--- config.mk ---
export PLATFORM = sky130hd
export DESIGN_NAME = asis_seq
export DESIGN_NICKNAME = d
export VERILOG_FILES = /design/src/pkg/asis_pkg.sv /design/src/core/asis_seq.sv /design/src/core/asis_route_dec.sv
export SDC_FILE = /design/constraint.sdc
export NUM_CORES = 1
export LEC_CHECK = 0
export BUFFER_PORTS_ARGS = -buffer_cell sky130_fd_sc_hd__clkbuf_2
export CORE_AREA = 5 5 117 75
export CTS_CLUSTER_DIAMETER = 60
export DETAILED_ROUTE_END_ITERATION = 6
export DIE_AREA = 0 0 122 80
export PLACE_DENSITY = 0.69
export SYNTH_ARGS = -nofsm -noshare
export SYNTH_HDL_FRONTEND = slang
export SYNTH_HIERARCHICAL = 1
export SYNTH_SLANG_ARGS = --single-unit
--- constraint.sdc ---
create_clock -name clk -period 3.92 [get_ports clk]
set_input_delay 0.392 -clock clk [delete_from_list [all_inputs] [get_ports clk]]
set_output_delay 0.392 -clock clk [all_outputs]
set_load 0.02 [all_outputs]
--- src/pkg/asis_pkg.sv ---
`default_nettype none
package asis_pkg;
    // register byte offsets
    localparam int          ADDR_W     = 8;
    localparam logic [7:0]  OFF_CTRL   = 8'h00;
    localparam logic [7:0]  OFF_SEL_A  = 8'h04;
    localparam logic [7:0]  OFF_SEL_B  = 8'h08;
    localparam logic [7:0]  OFF_AMP    = 8'h0C;
    localparam logic [7:0]  OFF_STAT   = 8'h10;
    // control field positions
    localparam int          CTRL_ALTERNATE_MUX_SAMPLING_BIT  = 0;
    localparam int          CTRL_SPLIT_BIT = 1;
    localparam int          CTRL_EN_BIT    = 2;
    // status field positions
    localparam int          STAT_HALF_BIT  = 0;
    localparam int          STAT_SET_BIT   = 1;
    localparam int          STAT_IDX_LSB   = 2;
    localparam int          STAT_KIND_LSB  = 6;
    localparam int          STAT_RSVD_BIT  = 8;
    // field widths and reset values
    localparam int          SEL_W      = 5;
    localparam int          AMP_W      = 3;
    localparam logic        CTRL_RST   = 1'b0;
    localparam logic [4:0]  SEL_RST    = 5'h00;
    localparam logic [2:0]  AMP_RST    = 3'h0;
    // channel-0 positive input codes
    localparam logic [4:0]  CODE_PIN_MAX = 5'h0F;
    localparam logic [4:0]  CODE_OPEN    = 5'h1F;
    localparam logic [4:0]  CODE_TEMP    = 5'h1E;
    localparam logic [4:0]  CODE_AMP3    = 5'h1A;
    localparam logic [4:0]  CODE_AMP2    = 5'h19;
    localparam logic [4:0]  CODE_AMP1    = 5'h18;
    // amplifier numbers and the pins they share
    localparam logic [3:0]  AMP1_IDX     = 4'h1;
    localparam logic [3:0]  AMP2_IDX     = 4'h2;
    localparam logic [3:0]  AMP3_IDX     = 4'h3;
    localparam logic [3:0]  AMP1_PIN     = 4'h3;
    localparam logic [3:0]  AMP2_PIN     = 4'h0;
    localparam logic [3:0]  AMP3_PIN     = 4'h6;
    // bus responses
    localparam logic [1:0]  RESP_OKAY    = 2'h0;
    localparam logic [1:0]  RESP_SLVERR  = 2'h2;

    typedef enum logic [1:0] {RK_PIN, RK_AMP, RK_TEMP, RK_OPEN} asis_route_kind_t;

    typedef struct packed {
        asis_route_kind_t kind;
        logic [3:0]       idx;
        logic             reserved;
    } asis_route_t;

    typedef enum logic [2:0] {REG_CTRL, REG_SEL_A, REG_SEL_B, REG_AMP, REG_STAT,
                              REG_NONE} asis_reg_t;

    typedef struct packed {
        logic              awvalid;
        logic [ADDR_W-1:0] awaddr;
        logic              wvalid;
        logic [31:0]       wdata;
        logic [3:0]        wstrb;
        logic              bready;
        logic              arvalid;
        logic [ADDR_W-1:0] araddr;
        logic              rready;
    } asis_axil_req_t;

    typedef struct packed {
        logic        awready;
        logic        wready;
        logic        bvalid;
        logic [1:0]  bresp;
        logic        arready;
        logic        rvalid;
        logic [31:0] rdata;
        logic [1:0]  rresp;
    } asis_axil_rsp_t;
endpackage : asis_pkg
`default_nettype wire

--- src/core/asis_seq.sv ---
// The address map and the AXI4-Lite slave port were left to the implementer.
`default_nettype none
// Functional notes
// [RULE1] with fill splitting on, fill the first buffer half, swap halves at each interrupt.
// [RULE2] with fill splitting off, every fill starts at the buffer start address.
// [RULE3] with alternation on, use set one on the first sample, then alternate each sample.
// [RULE4] with alternation off, every sample uses the first input set.
// [RULE5] select codes 0 to 15 connect analog pins 0 to 15 directly.
// [RULE6] code 31 leaves the channel-0 positive input open.
// [RULE7] code 30 connects the temperature diode of the charge-time unit.
// [RULE8] code 26 routes op-amp 3 or pin 6, code 24 routes op-amp 1 or pin 3.
// [RULE9] software must not program the reserved select codes.
// [RULE10] an op-amp code takes the amp output when its mode bit is set, else the pin.
// [RULE11] buffer half and input set return to their first positions on reset or disable.
module asis_seq (
    input  wire logic                       clk,
    input  wire logic                       rst,
    input  wire asis_pkg::asis_axil_req_t   axil_req,
    output var  asis_pkg::asis_axil_rsp_t   axil_rsp,
    input  wire logic                       sample_done,
    input  wire logic                       fill_irq,
    output var  asis_pkg::asis_route_t      ch0_route,
    output logic                            buf_second_half,
    output logic                            use_second_set,
    output logic                            conv_enable
);
    import asis_pkg::*;

    typedef struct packed {
        asis_axil_rsp_t    rsp;
        logic              aw_held;
        logic              w_held;
        logic [ADDR_W-1:0] waddr;
        logic [31:0]       wdata;
        logic [3:0]        wstrb;
        logic              alternate_mux_sampling;
        logic              split;
        logic              en;
        logic [SEL_W-1:0]  sel_a;
        logic [SEL_W-1:0]  sel_b;
        logic [AMP_W-1:0]  amp;
        logic              half;
        logic              set_b;
    } asis_state_t;

    asis_state_t       st_r;
    asis_state_t       st_nxt;
    logic              aw_go;
    logic              w_go;
    logic              ar_go;
    asis_reg_t         wr_reg;
    asis_reg_t         rd_reg;
    logic [31:0]       rd_word;
    logic [SEL_W-1:0]  active_code;
    asis_route_t       route;

    function automatic asis_reg_t reg_decode(input logic [ADDR_W-1:0] addr);
        asis_reg_t r;
        unique case (addr)
            OFF_CTRL:  r = REG_CTRL;
            OFF_SEL_A: r = REG_SEL_A;
            OFF_SEL_B: r = REG_SEL_B;
            OFF_AMP:   r = REG_AMP;
            OFF_STAT:  r = REG_STAT;
            default:   r = REG_NONE;
        endcase
        return r;
    endfunction : reg_decode

    assign aw_go  = axil_req.awvalid && st_r.rsp.awready;
    assign w_go   = axil_req.wvalid && st_r.rsp.wready;
    assign ar_go  = axil_req.arvalid && st_r.rsp.arready;
    assign wr_reg = reg_decode(st_r.waddr);
    assign rd_reg = reg_decode(axil_req.araddr);

    // [RULE3] [RULE4] set picks select
    assign active_code = st_r.set_b ? st_r.sel_b : st_r.sel_a;

    asis_route_dec u_route_dec (
        .clk      (clk),
        .rst      (rst),
        .code     (active_code),
        .amp_mode (st_r.amp),
        .route    (route)
    );

    always_comb begin
        rd_word = 32'h0000_0000;
        unique case (rd_reg)
            REG_CTRL: begin
                rd_word[CTRL_ALTERNATE_MUX_SAMPLING_BIT]  = st_r.alternate_mux_sampling;
                rd_word[CTRL_SPLIT_BIT] = st_r.split;
                rd_word[CTRL_EN_BIT]    = st_r.en;
            end
            REG_SEL_A: rd_word[SEL_W-1:0] = st_r.sel_a;
            REG_SEL_B: rd_word[SEL_W-1:0] = st_r.sel_b;
            REG_AMP:   rd_word[AMP_W-1:0] = st_r.amp;
            REG_STAT: begin
                rd_word[STAT_HALF_BIT]                = st_r.half;
                rd_word[STAT_SET_BIT]                 = st_r.set_b;
                rd_word[STAT_IDX_LSB+3:STAT_IDX_LSB]   = route.idx;
                rd_word[STAT_KIND_LSB+1:STAT_KIND_LSB] = route.kind;
                rd_word[STAT_RSVD_BIT]                = route.reserved;
            end
            REG_NONE: rd_word = 32'h0000_0000;
        endcase
    end

    always_comb begin
        st_nxt = st_r;

        // sequencing uses the settings in force this cycle
        // [RULE11] disable rewinds both
        if (!st_r.en) begin
            st_nxt.half  = 1'b0;
            st_nxt.set_b = 1'b0;
        end else begin
            // [RULE2] no split, start
            if (!st_r.split) begin
                st_nxt.half = 1'b0;
            // [RULE1] swap on interrupt
            end else if (fill_irq) begin
                st_nxt.half = !st_r.half;
            end
            // [RULE4] only first set
            if (!st_r.alternate_mux_sampling) begin
                st_nxt.set_b = 1'b0;
            // [RULE3] alternate each sample
            end else if (sample_done) begin
                st_nxt.set_b = !st_r.set_b;
            end
        end

        // write address and data may arrive in either order
        if (aw_go) begin
            st_nxt.aw_held = 1'b1;
            st_nxt.waddr   = axil_req.awaddr;
        end
        if (w_go) begin
            st_nxt.w_held = 1'b1;
            st_nxt.wdata  = axil_req.wdata;
            st_nxt.wstrb  = axil_req.wstrb;
        end
        if (st_r.rsp.bvalid && axil_req.bready) begin
            st_nxt.rsp.bvalid = 1'b0;
        end
        if (st_r.aw_held && st_r.w_held && !st_r.rsp.bvalid) begin
            st_nxt.aw_held   = 1'b0;
            st_nxt.w_held    = 1'b0;
            st_nxt.rsp.bvalid = 1'b1;
            st_nxt.rsp.bresp  = (wr_reg == REG_NONE) ? RESP_SLVERR : RESP_OKAY;
            if (st_r.wstrb[0]) begin
                unique case (wr_reg)
                    REG_CTRL: begin
                        st_nxt.alternate_mux_sampling  = st_r.wdata[CTRL_ALTERNATE_MUX_SAMPLING_BIT];
                        st_nxt.split = st_r.wdata[CTRL_SPLIT_BIT];
                        st_nxt.en    = st_r.wdata[CTRL_EN_BIT];
                    end
                    REG_SEL_A: st_nxt.sel_a = st_r.wdata[SEL_W-1:0];
                    REG_SEL_B: st_nxt.sel_b = st_r.wdata[SEL_W-1:0];
                    REG_AMP:   st_nxt.amp   = st_r.wdata[AMP_W-1:0];
                    REG_STAT:  st_nxt.amp   = st_r.amp;
                    REG_NONE:  st_nxt.amp   = st_r.amp;
                endcase
            end
        end
        // ready drops while a word is parked, so nothing is overwritten
        st_nxt.rsp.awready = !st_nxt.aw_held && !st_nxt.rsp.bvalid;
        st_nxt.rsp.wready  = !st_nxt.w_held && !st_nxt.rsp.bvalid;

        if (st_r.rsp.rvalid && axil_req.rready) begin
            st_nxt.rsp.rvalid = 1'b0;
        end
        if (ar_go) begin
            st_nxt.rsp.rvalid = 1'b1;
            st_nxt.rsp.rdata  = rd_word;
            st_nxt.rsp.rresp  = (rd_reg == REG_NONE) ? RESP_SLVERR : RESP_OKAY;
        end
        st_nxt.rsp.arready = !st_nxt.rsp.rvalid;
    end

    // all fields, control bits included, reset to zero
    always_ff @(posedge clk or posedge rst) begin
        if (rst) begin
            st_r <= '0;
        end else begin
            st_r <= st_nxt;
        end
    end

    assign axil_rsp        = st_r.rsp;
    assign ch0_route       = route;
    assign buf_second_half = st_r.half;
    assign use_second_set  = st_r.set_b;
    assign conv_enable     = st_r.en;
endmodule : asis_seq
`default_nettype wire

--- src/core/asis_route_dec.sv ---
`default_nettype none
module asis_route_dec (
    input  wire logic                    clk,
    input  wire logic                    rst,
    input  wire logic [4:0]              code,
    input  wire logic [2:0]              amp_mode,
    output var  asis_pkg::asis_route_t   route
);
    import asis_pkg::*;

    asis_route_t route_r;
    asis_route_t route_nxt;

    function automatic asis_route_t amp_or_pin(input logic sel, input logic [3:0] amp,
                                               input logic [3:0] pin);
        asis_route_t r;
        r.reserved = 1'b0;
        r.kind     = sel ? RK_AMP : RK_PIN;
        r.idx      = sel ? amp : pin;
        return r;
    endfunction : amp_or_pin

    always_comb begin
        route_nxt = '{kind: RK_OPEN, idx: 4'h0, reserved: 1'b0};
        // [RULE5] direct pin codes
        if (code <= CODE_PIN_MAX) begin
            route_nxt.kind = RK_PIN;
            route_nxt.idx  = code[3:0];
        end else begin
            unique case (code)
                // [RULE6] open input
                CODE_OPEN: route_nxt.kind = RK_OPEN;
                // [RULE7] temperature diode
                CODE_TEMP: route_nxt.kind = RK_TEMP;
                // [RULE8] [RULE10] amp or pin
                CODE_AMP3: route_nxt = amp_or_pin(amp_mode[2], AMP3_IDX, AMP3_PIN);
                CODE_AMP2: route_nxt = amp_or_pin(amp_mode[1], AMP2_IDX, AMP2_PIN);
                CODE_AMP1: route_nxt = amp_or_pin(amp_mode[0], AMP1_IDX, AMP1_PIN);
                // [RULE9] reserved left open
                default: route_nxt.reserved = 1'b1;
            endcase
        end
    end

    // reserved codes leave the input open rather than guess a connection
    always_ff @(posedge clk or posedge rst) begin
        if (rst) begin
            route_r <= '{kind: RK_OPEN, idx: 4'h0, reserved: 1'b0};
        end else begin
            route_r <= route_nxt;
        end
    end

    assign route = route_r;
endmodule : asis_route_dec
`default_nettype wire

==> results of run 1 <==
==> worst max-delay path: stages, from the launching register on <==
cell and delay [ns]:
dfrtp_1 0.41, or4b_2 0.69, nor4_1 0.61, mux2_2 0.41
==> flip-flops by register name, summed over array words and instances, names as in the netlist <==
signal / count
buf_second_half: 1
u_route_dec/route: 7
conv_enable: 1
axil_rsp: 16
st_r: 31
use_second_set: 1
==> cell families (layout without fill, tap and decap cells) <==
logic type | count (synthesis) | after routing | share of synthesized area (%)
xor+xnor | 3 | 3 | 0.890
buf+inv | 55 | 80 | 12.5
compound gates | 29 | 29 | 6.74
simple gates | 73 | 73 | 15.6
mux | 40 | 40 | 15.8
other cells | 1 | 25 | 0.127
flops | 57 | 57 | 48.4
==> layout make-up <==
type                       count  area [um^2]  area share [%]
clock buffer                  14          274            7.98
multi-input combinational    170         1250            36.3
sequential                    57         1430            41.6
inverter                       7         26.3           0.765
clock inverter                 2         35.0            1.02
tap                          108          135            3.93
timing repair buffer          57          290            8.45
==> stage by stage <==
stage	worst slack, ns	power, W	hold slack [ns]
2_1_floorplan	1.93	0.00118	0.194
3_3_place_gp	1.72	0.00124	0.321
3_5_place_dp	1.72	0.00126	0.329
4_1_cts	1.70	0.00207	0.279
5_1_grt	1.57	0.00215	0.284
6_report	1.69	0.00204	0.288
==> timing repair <==
| item | in CTS | in global routing |
|---|---|---|
| hold buffers | 1 | 0 |
| gates resized for setup | 0 | 0 |
| endpoints found under the hold margin | 5 | 0 |
==> path summary, 6_finish.rpt <==
| kind | to | cells past startpoint |
|---|---|---|
| setup / recovery | st_r[16]$_DFFE_PP0P_ | 3 |
| hold / removal | axil_rsp[34]$_DFF_PP0_ | 2 |
| setup reg to reg | st_r[16]$_DFFE_PP0P_ | 3 |
| hold reg to reg | axil_rsp[8]$_DFFE_PP0P_ | 2 |
| max in group asynchronous | st_r[59]$_DFFE_PP0P_ | 3 |
| min in group asynchronous | u_route_dec/route[3]$_DFF_PP0_ | 3 |
==> per-layer routing <==
layer | wire length (um) | part of all wire [%] | vias to the layer above | GRT usage (%)
met1 | 3050 | 50 | 929 | 18.3
met5 | 0 | 0 | - | 0
met3 | 522 | 8.5 | 9 | 5.45
met2 | 2450 | 40 | 72 | 17.1
li1 | - | - | 950 | -
met4 | 97 | 1.6 | 0 | 6.15
==> report_power, final <==
part	switching, W	leakage [nW]	internal (W)
clock network	0.000251	0.153	0.000542
logic	0.000209	0.749	0.000189
registers	0.000128	0.734	0.000725
total	0.000587	1.64	0.00146
==> layout by cell type, fill, tap and decap left out, types with 2 or more instances in the layout <==
cell type,netlist,routed
nand3_1,2,2
or4bb_1,2,2
conb_1,1,25
nor2_1,7,7
a221oi_1,3,3
nand2b_1,5,5
clkbuf_2,0,56
nor3b_1,4,4
dfrtp_1,55,55
a21oi_1,3,3
or4_4,3,3
nor4_1,4,4
clkbuf_8,0,3
mux2_2,34,34
mux2_4,5,5
nand2_1,22,22
o22ai_1,2,2
nor4bb_1,5,5
clkbuf_16,0,9
inv_1,6,5
o41ai_1,6,6
a31oi_1,2,2
nor3_1,2,2
inv_2,1,2
dfstp_2,2,2
clkbuf_1,5,2
xor2_1,3,3
and3_1,2,2
nor2b_1,5,5
o21ai_0,8,8
==> run summary, run 1 <==
Fraction of layout instances using a drive strength above 1: 38.8%
DIE WIDTH: 122 um
Critical Path RT: 4.13 ns
Post-DP HPWL: 4600 um
Die Y-Extent: 80 um
Leak: 1.64 nW
Fin Setup TNS: 0 ns
EDFF count, synth: 0
VDD IR max: 0.000325 V
CORE AREA: 7600 um^2
Cell Rows: 25
Largest net degree at the start of global routing: 51
Ys Warns: 6
Crit path launch type: register
Critical path arrival: 2.44 ns
Final GP Congestion: 0.786
Max_slew headroom: 31.0%
Crit Path Category: register to register
Count leader, synth: dfrtp_1
Initial antenna violation count: 0
Area contributors post-synth: dfrtp_1 (47%), mux2_2 (13%), buf_4 (10%)
Register-to-register setup slack: 1.69 ns
Final Instance Area: 3440 um^2
Initial core utilization: 38.8%
Netlist cell types: 46
Status: finished, final reports clean
FF+latch count, synth: 57
# H-tree levels: 3
Gate Count Post-Synth: 258
Min-Delay Startpoint: axil_req[0]
Placed Cells: 398
Die area: 9760 um^2
PwrDens: 595 nW/um^2
Final period utilization: 56.9%
Layout overhead on the synthesized area: 16.4%
Clk slew on worst S/H paths: 0.05 ns
RSZ-0062 raised after global routing: false
Drt wl/cell: 14.8 um
# setup viols final: 0
Mapped Avg Cell Area: 11.4 um^2
Routed vias/inst: 4.72
Ys async rst share: 100%
Max-slew violations: 0
Routed vias: 1960
Post-CTS setup buffer count: 0
# clock sinks: 57
Port Buffer Count: 56
CTS tree: built
Crit Path Max Fanout: 6
R2r startpoint: st_r[56]$_DFFE_PP0P_
Io pins: 112
Top-area cell type share of the netlist area: 46.6%
Initial DRC count: 112
Root buffer cell: clkbuf_16
Final WL: 6130 um
Post-layout util: 45.2%
Post-DP Area: 3120 um^2
Top FF cell, synth: dfrtp_1
Clock Skew: 0.00524 ns
Antenna-violating nets left: 0
Crit end category: register
Seq/Total Area, Yosys: 48.4%
Pre-Repair DR Iteration Count: 4
Max-cap viol count: 0
Clock Tree Buf Depth: 2
Clock Latency Late Sink: 0.33 ns
Final Hold Vio Count: 0
Final min period: 2.23 ns
Layout filler cell count: 715
# nets final: 363
Peak Freq: 449 MHz
Hold WC Path Type: input pin to register
Synth Cell Area: 2950 um^2
Post-synth top area cell: dfrtp_1
Synth top cells by count: dfrtp_1 (55), buf_4 (41), mux2_2 (34)
Global route overflow: 0
CTS Buf Count: 9
Worst setup startpoint: st_r[56]$_DFFE_PP0P_
Diode count: 0
Vias in the first global route: 1810
Least-Margin Pin Slew: 1.03 ns
Non-filler cells, final: 415
DRC: 0
First-pass GRT wire length: 9480 um
Total global-route track usage: 13.1%
No activity file was read; power rests on OpenSTA's default activity.
==> run 2: changes to the inputs <==
clock period = 2.2 ns   (was 3.92 ns; I/O delays follow)
==> run summary, run 2 (same netlist as run 1, synthesis figures left out) <==
Status: finished, final reports clean
Pre-Repair DR Iteration Count: 5 (+1)
Final Instance Area: 3450 um^2 (+0.33%)
Io pins: 112 (unchanged)
Clk slew on worst S/H paths: 0.05 ns (about the same)
Post-CTS setup buffer count: 0 (unchanged)
Critical Path RT: 2.40 ns (-1.73 ns)
Root buffer cell: clkbuf_16
RSZ-0062 raised after global routing: false
Initial antenna violation count: 0 (unchanged)
First-pass GRT wire length: 9590 um (+1.2%)
Crit path launch type: register
Critical path arrival: 2.20 ns (-0.24 ns)
R2r startpoint: st_r[54]$_DFFE_PP0P_
Cell Rows: 25 (unchanged)
Max_slew headroom: 64.0% (+33 points)
Min-Delay Startpoint: axil_req[0]
Largest register by flop count: st_r
Crit end category: register
Antenna-violating nets left: 0 (unchanged)
CTS tree: built
Clock Skew: 0.00833 ns (+0.00309 ns)
Post-DP Area: 3140 um^2 (+0.72%)
DR top layer: met4
Max-cap viol count: 0 (unchanged)
Vias in the first global route: 1873 (+3.5%)
DRC: 0 (unchanged)
Leading cell type in the layout, fill and taps excluded: clkbuf_2
Die area: 9760 um^2 (unchanged)
RR Endpoint: st_r[6]$_DFFE_PP0P_
PwrDens: 1040 nW/um^2 (+75%)
Crit Path Max Fanout: 5 (-1)
Register area: 1430 um^2 (unchanged)
Hold EP: axil_rsp[34]$_DFF_PP0_
Diode count: 0 (unchanged)
Least-Margin Pin Slew: 0.539 ns (-0.496 ns)
CORE AREA: 7600 um^2 (unchanged)
Initial DRC count: 128 (+14%)
Clock Latency Late Sink: 0.32 ns (about the same)
Fraction of layout instances using a drive strength above 1: 39.7% (+0.92 points)
Fin Setup TNS: 0 ns (unchanged)
R2r worst-path depth: 3 (unchanged)
Hold slack: 0.119 ns (-0.169 ns)
DIE WIDTH: 122 um (unchanged)
Hold buffer count at CTS: 1 (unchanged)
Drt wl/cell: 14.7 um (-0.47%)
Largest net degree at the start of global routing: 27 (-47%)
Routed vias/inst: 4.73 (+0.24%)
Crit Path Category: register to register
Die Y-Extent: 80 um (unchanged)
Routed vias: 1979 (+0.97%)
Peak Freq: 499 MHz (+11%)
# clock sinks: 57 (unchanged)
Total global-route track usage: 13.1% (+0.015 points)
# H-tree levels: 3 (unchanged)
Layout overhead on the synthesized area: 16.7%
# nets final: 366 (+0.83%)
Crit-path slowest cell: or4_4
Initial core utilization: 38.8% (unchanged)
Final period utilization: 91.0% (+34 points)
Cts repair resizes: 0 (unchanged)
Leak: 1.64 nW (+0.23%)
Port Buffer Count: 56 (unchanged)
Critical Path Max Stage Delay: 0.60 ns (-0.09 ns)
WL met3: 525 um (+0.57%)
Max-slew violations: 0 (unchanged)
Final WL: 6140 um (+0.24%)
Multi-input logic area: 1250 um^2 (unchanged)
Hold path cells: 2 (unchanged)
Most frequent cells in the layout: clkbuf_2 (56), dfrtp_1 (55), mux2_2 (34)
Non-filler cells, final: 418 (+0.72%)
CP most frequent cell: or4_4
Metal2 WL: 2490 um (+1.5%)
DRT met1 WL: 3080 um (+0.82%)
Post-DP HPWL: 4770 um (+3.6%)
Register-to-register setup slack: 0.20 ns (-1.49 ns)
VDD IR max: 0.000541 V (+66%)
Layout filler cell count: 725 (+1.4%)
# setup viols final: 0 (unchanged)
Crit path cell chain: or4_4 -> or4_4 -> mux2_4
Clock Tree Buf Depth: 2 (unchanged)
Final Hold Vio Count: 0 (unchanged)
Final min period: 2.00 ns (-0.226 ns)
Global route overflow: 0 (unchanged)
Final GP Congestion: 0.790 (+0.56%)
Placed Cells: 401 (+0.75%)
Number of flip-flops in the largest register: 31 (unchanged)
CTS Buf Count: 9 (unchanged)
Hold WC Path Type: input pin to register
-- run 2: worst max path at each step --
stage	slack [ns]	start	depth (start not counted)	to
after CTS	0.19	st_r[54]$_DFFE_PP0P_	3	st_r[6]$_DFFE_PP0P_
after floorplan	0.21	st_r[54]$_DFFE_PP0P_	4	st_r[5]$_DFFE_PP0P_
after global placement	0.22	st_r[54]$_DFFE_PP0P_	3	st_r[7]$_DFFE_PP0P_
after global routing	0.14	st_r[56]$_DFFE_PP0P_	4	st_r[17]$_DFFE_PP0P_
final	0.20	st_r[54]$_DFFE_PP0P_	3	st_r[6]$_DFFE_PP0P_
after detailed placement	0.21	st_r[54]$_DFFE_PP0P_	3	st_r[6]$_DFFE_PP0P_
-- run 2: layer usage --
| layer | vias to the layer above | track usage, % |
|---|---|---|
| li1 | 953 | - |
| met1 | 942 | 18.8 |
| met2 | 80 | 17.2 |
| met3 | 4 | 5.10 |
| met4 | 0 | 5.37 |
| met5 | - | 0 |
-- run 2: final cells by class --
type                    instances  area share (%)
inverters                       7           0.762
well taps                     108            3.92
clock buffers                  11            7.04
repair buffers                 60            9.07
multi-input cells             170            36.2
flip-flops and latches         57            41.5
clock inverters                 5            1.60
-- run 2: worst max-delay path: cells and delay by family, from the launching register on --
family	cells	cell delay (ns)
flops	1	0.37
mux	1	0.32
simple gates	2	1.18
-- run 2: power by group --
group          leakage (nW)  switching (W)  internal [W]
clock                 0.142       0.000453      0.000901
combinational         0.764       0.000370      0.000339
sequential            0.734       0.000231       0.00129
total                  1.64        0.00105       0.00253
-- run 2: metrics by stage --
| stage | util (%) | power [W] | setup slack, ns |
|---|---|---|---|
| finish | 45.3 | 0.00359 | 0.197 |
| global route | 45.3 | 0.00378 | 0.138 |
| CTS | 45.3 | 0.00362 | 0.195 |
| detailed placement | 41.3 | 0.00225 | 0.208 |
| global placement | 41.3 | 0.00221 | 0.218 |
| floorplan | - | 0.00210 | 0.205 |
==> run 3: changes to the inputs <==
ABC_AREA = 1   (was default)
CORE_AREA = 5 5 77 114   (was 5 5 117 75)
CTS_CLUSTER_SIZE = 12   (was default)
DIE_AREA = 0 0 82 119   (was 0 0 122 80)
==> run summary, run 3 <==
Status: finished, final reports clean
# nets final: 470 (+28%)
RSZ-0062 raised after global routing: false
Least-Margin Pin Slew: 0.782 ns (+0.243 ns)
Initial core utilization: 39.3% (+0.42 points)
Reg power frac: 37.3% (-5.2 points)
Max-cap viol count: 0 (unchanged)
Multi-input logic area: 1160 um^2 (-7.1%)
Antenna-violating nets left: 0 (unchanged)
Top FF cell, synth: dfrtp_1
Clk slew on worst S/H paths: 0.05 ns (about the same)
Mapped Avg Cell Area: 8.33 um^2 (-27%)
Fraction of layout instances using a drive strength above 1: 24.4% (-15 points)
Post-synth top area cell: dfrtp_1
Crit end category: register
Comb power frac: 27.1% (+7.3 points)
Routed vias/inst: 4.53 (-4.4%)
Hold WC Path Type: input pin to register
Crit-path slowest cell: o21ai_0
Crit Path Category: register to register
CTS Buf Count: 9 (unchanged)
Global route overflow: 0 (unchanged)
Final min period: 1.75 ns (-0.251 ns)
Crit path cell chain: o21ai_0 -> inv_1 -> nand3_2 -> nor2_2 -> a21oi_1 -> o211ai_1
# setup viols final: 0 (unchanged)
Largest net degree at the start of global routing: 39 (+44%)
Critical Path Max Stage Delay: 0.55 ns (-0.05 ns)
Initial antenna violation count: 0 (unchanged)
Drt wl/cell: 11.8 um (-19%)
Seq/Total Area, Yosys: 47.8% (-0.59 points)
Leak: 1.82 nW (+11%)
Post-CTS setup buffer count: 0 (unchanged)
First-pass GRT wire length: 10800 um (+12%)
Internal: 0.00279 W (+10%)
Pre-Repair DR Iteration Count: 4 (-1)
Layout overhead on the synthesized area: 17.8%
Clock Latency Late Sink: 0.33 ns (about the same)
Non-filler cells, final: 516 (+23%)
Clock Skew: 0.00472 ns (-0.00361 ns)
Placed Cells: 499 (+24%)
Clk pwr share: 35.7% (-2.0 points)
Vias in the first global route: 2359 (+26%)
# clock sinks: 57 (unchanged)
Post-DP HPWL: 4700 um (-1.4%)
Hold buffer count at CTS: 1 (unchanged)
Final Hold Vio Count: 0 (unchanged)
Layout filler cell count: 763 (+5.2%)
Net Sw Frac: 34.6% (+5.2 points)
Leading cell type in the layout, fill and taps excluded: nand2_1
Final period utilization: 79.6% (-11 points)
Count leader, synth: nand2_1
Die Y-Extent: 119 um (+49%)
CTS tree: built
Cell Rows: 39 (+56%)
Clock Tree Buf Depth: 2 (unchanged)
Total global-route track usage: 14.1% (+1.0 points)
Synth Cell Area: 2990 um^2 (+1.2%)
Synth top cells by count: nand2_1 (92), dfrtp_1 (55), buf_4 (41)
Port Buffer Count: 56 (unchanged)
Top-area cell type share of the netlist area: 46.0% (-0.57 points)
Gate Count Post-Synth: 359 (+39%)
Netlist cell types: 34 (-26%)
Most frequent cells in the layout: nand2_1 (92), clkbuf_2 (56), dfrtp_1 (55)
Ys async rst share: 100% (unchanged)
Area contributors post-synth: dfrtp_1 (46%), nand2_1 (12%), buf_4 (10%)
DRC: 0 (unchanged)
P_sw: 0.00148 W (+40%)
Critical path arrival: 1.95 ns (-0.25 ns)
FF+latch count, synth: 57 (unchanged)
Ys Warns: 6 (unchanged)
VDD IR max: 0.000896 V (+66%)
Routed vias: 2336 (+18%)
Root buffer cell: clkbuf_16
Diode count: 0 (unchanged)
DIE WIDTH: 82 um (-33%)
Peak Freq: 571 MHz (+14%)
PwrDens: 1210 nW/um^2 (+16%)
Critical Path RT: 2.40 ns (about the same)
Cts repair resizes: 0 (unchanged)
Crit Path Max Fanout: 11 (+6)
Initial DRC count: 149 (+16%)
Crit path launch type: register
Largest register by flop count: st_r
Register area: 1430 um^2 (unchanged)
Io pins: 112 (unchanged)
Die area: 9760 um^2 (about the same)
# H-tree levels: 3 (unchanged)
Number of flip-flops in the largest register: 31 (unchanged)
Max_slew headroom: 47.8% (-16 points)
Fin Setup TNS: 0 ns (unchanged)
Max-slew violations: 0 (unchanged)
CORE AREA: 7610 um^2 (+0.15%)
Final WL: 6110 um (-0.55%)
EDFF count, synth: 0 (unchanged)
Final GP Congestion: 0.883 (+12%)
[run 3: cell count changes in the layout (fill, tap and decap cells not counted), moves of 6 or more]
cell     before  now
nor2_1        7   19
inv_1         5   38
o41ai_1       6    0
mux2_2       34    2
o21ai_1       0   17
o21ai_0       8   16
nand2_1      22   92
nand3_1       2   28
[run 3: cells by family after synthesis]
family,after synthesis,synth area share (%)
AO/OA/AOI/OAI,43,7.95
XOR/XNOR,2,0.586
buffers and inverters,88,16.5
flip-flops,57,47.8
multiplexers,2,0.753
other,1,0.125
AND/OR/NAND/NOR,166,26.3
[run 3: final cells by class]
type / instances / share of cell area (%)
inverters: 42 / 4.48
well taps: 102 / 3.62
flip-flops and latches: 57 / 40.6
repair buffers: 61 / 9.09
clock inverters: 5 / 2.20
clock buffers: 11 / 7.18
multi-input cells: 238 / 32.9
[run 3: metal layers]
layer	global-route usage [%]	vias to the layer above	routed length [um]	part of all wire (%)
met1	16.5	1057	2410	39
met5	0	-	0	0
met2	24.1	81	3180	52
met4	6.86	0	133	2.2
met3	2.64	11	394	6.4
li1	-	1187	-	-
[run 3: power by group through the flow]
stage / registers, W / clock network (W) / logic (W)
5_1_grt: 0.00163 / 0.00161 / 0.00134
4_1_cts: 0.00159 / 0.00154 / 0.00117
3_5_place_dp: 0.00161 / 0 / 0.00116
3_3_place_gp: 0.00159 / 0 / 0.00114
2_1_floorplan: 0.00163 / 0 / 0.000890
6_report: 0.00159 / 0.00152 / 0.00116
[run 3: worst paths after layout]
check,from,depth (start not counted),end,slack (ns)
setup / recovery,use_second_set$_DFFE_PP0P_,6,u_route_dec/route[2]$_DFF_PP0_,0.45
hold / removal,axil_req[49],3,st_r[55]$_DFFE_PP0P_,0.09
setup reg to reg,use_second_set$_DFFE_PP0P_,6,u_route_dec/route[2]$_DFF_PP0_,0.45
hold reg to reg,axil_rsp[5]$_DFFE_PP0P_,2,axil_rsp[5]$_DFFE_PP0P_,0.48
max in group asynchronous,rst,4,st_r[58]$_DFFE_PP0P_,0.99
min in group asynchronous,rst,3,u_route_dec/route[2]$_DFF_PP0_,0.36
[run 3: worst max-delay path: cells and delay by family, from the launching register on]
family | cells | cell delay [ns]
AND/OR/NAND/NOR | 2 | 0.15
AO/OA/AOI/OAI | 3 | 0.80
buffers and inverters | 1 | 0.16
flip-flops | 1 | 0.51
[run 3: stage by stage]
| stage | cell area (um^2) | hold slack, ns | util (%) | setup slack, ns | power, W |
|---|---|---|---|---|---|
| after detailed placement | 3180 | 0.160 | 41.8 | 0.449 | 0.00277 |
| after CTS | 3520 | 0.0824 | 46.3 | 0.465 | 0.00430 |
| after floorplan | 3080 | 0.0219 | - | 0.586 | 0.00252 |
| final | 3520 | 0.0862 | 46.3 | 0.448 | 0.00427 |
| after global placement | 3180 | 0.152 | 41.8 | 0.505 | 0.00273 |
| after global routing | 3520 | 0.0931 | 46.3 | 0.236 | 0.00457 |
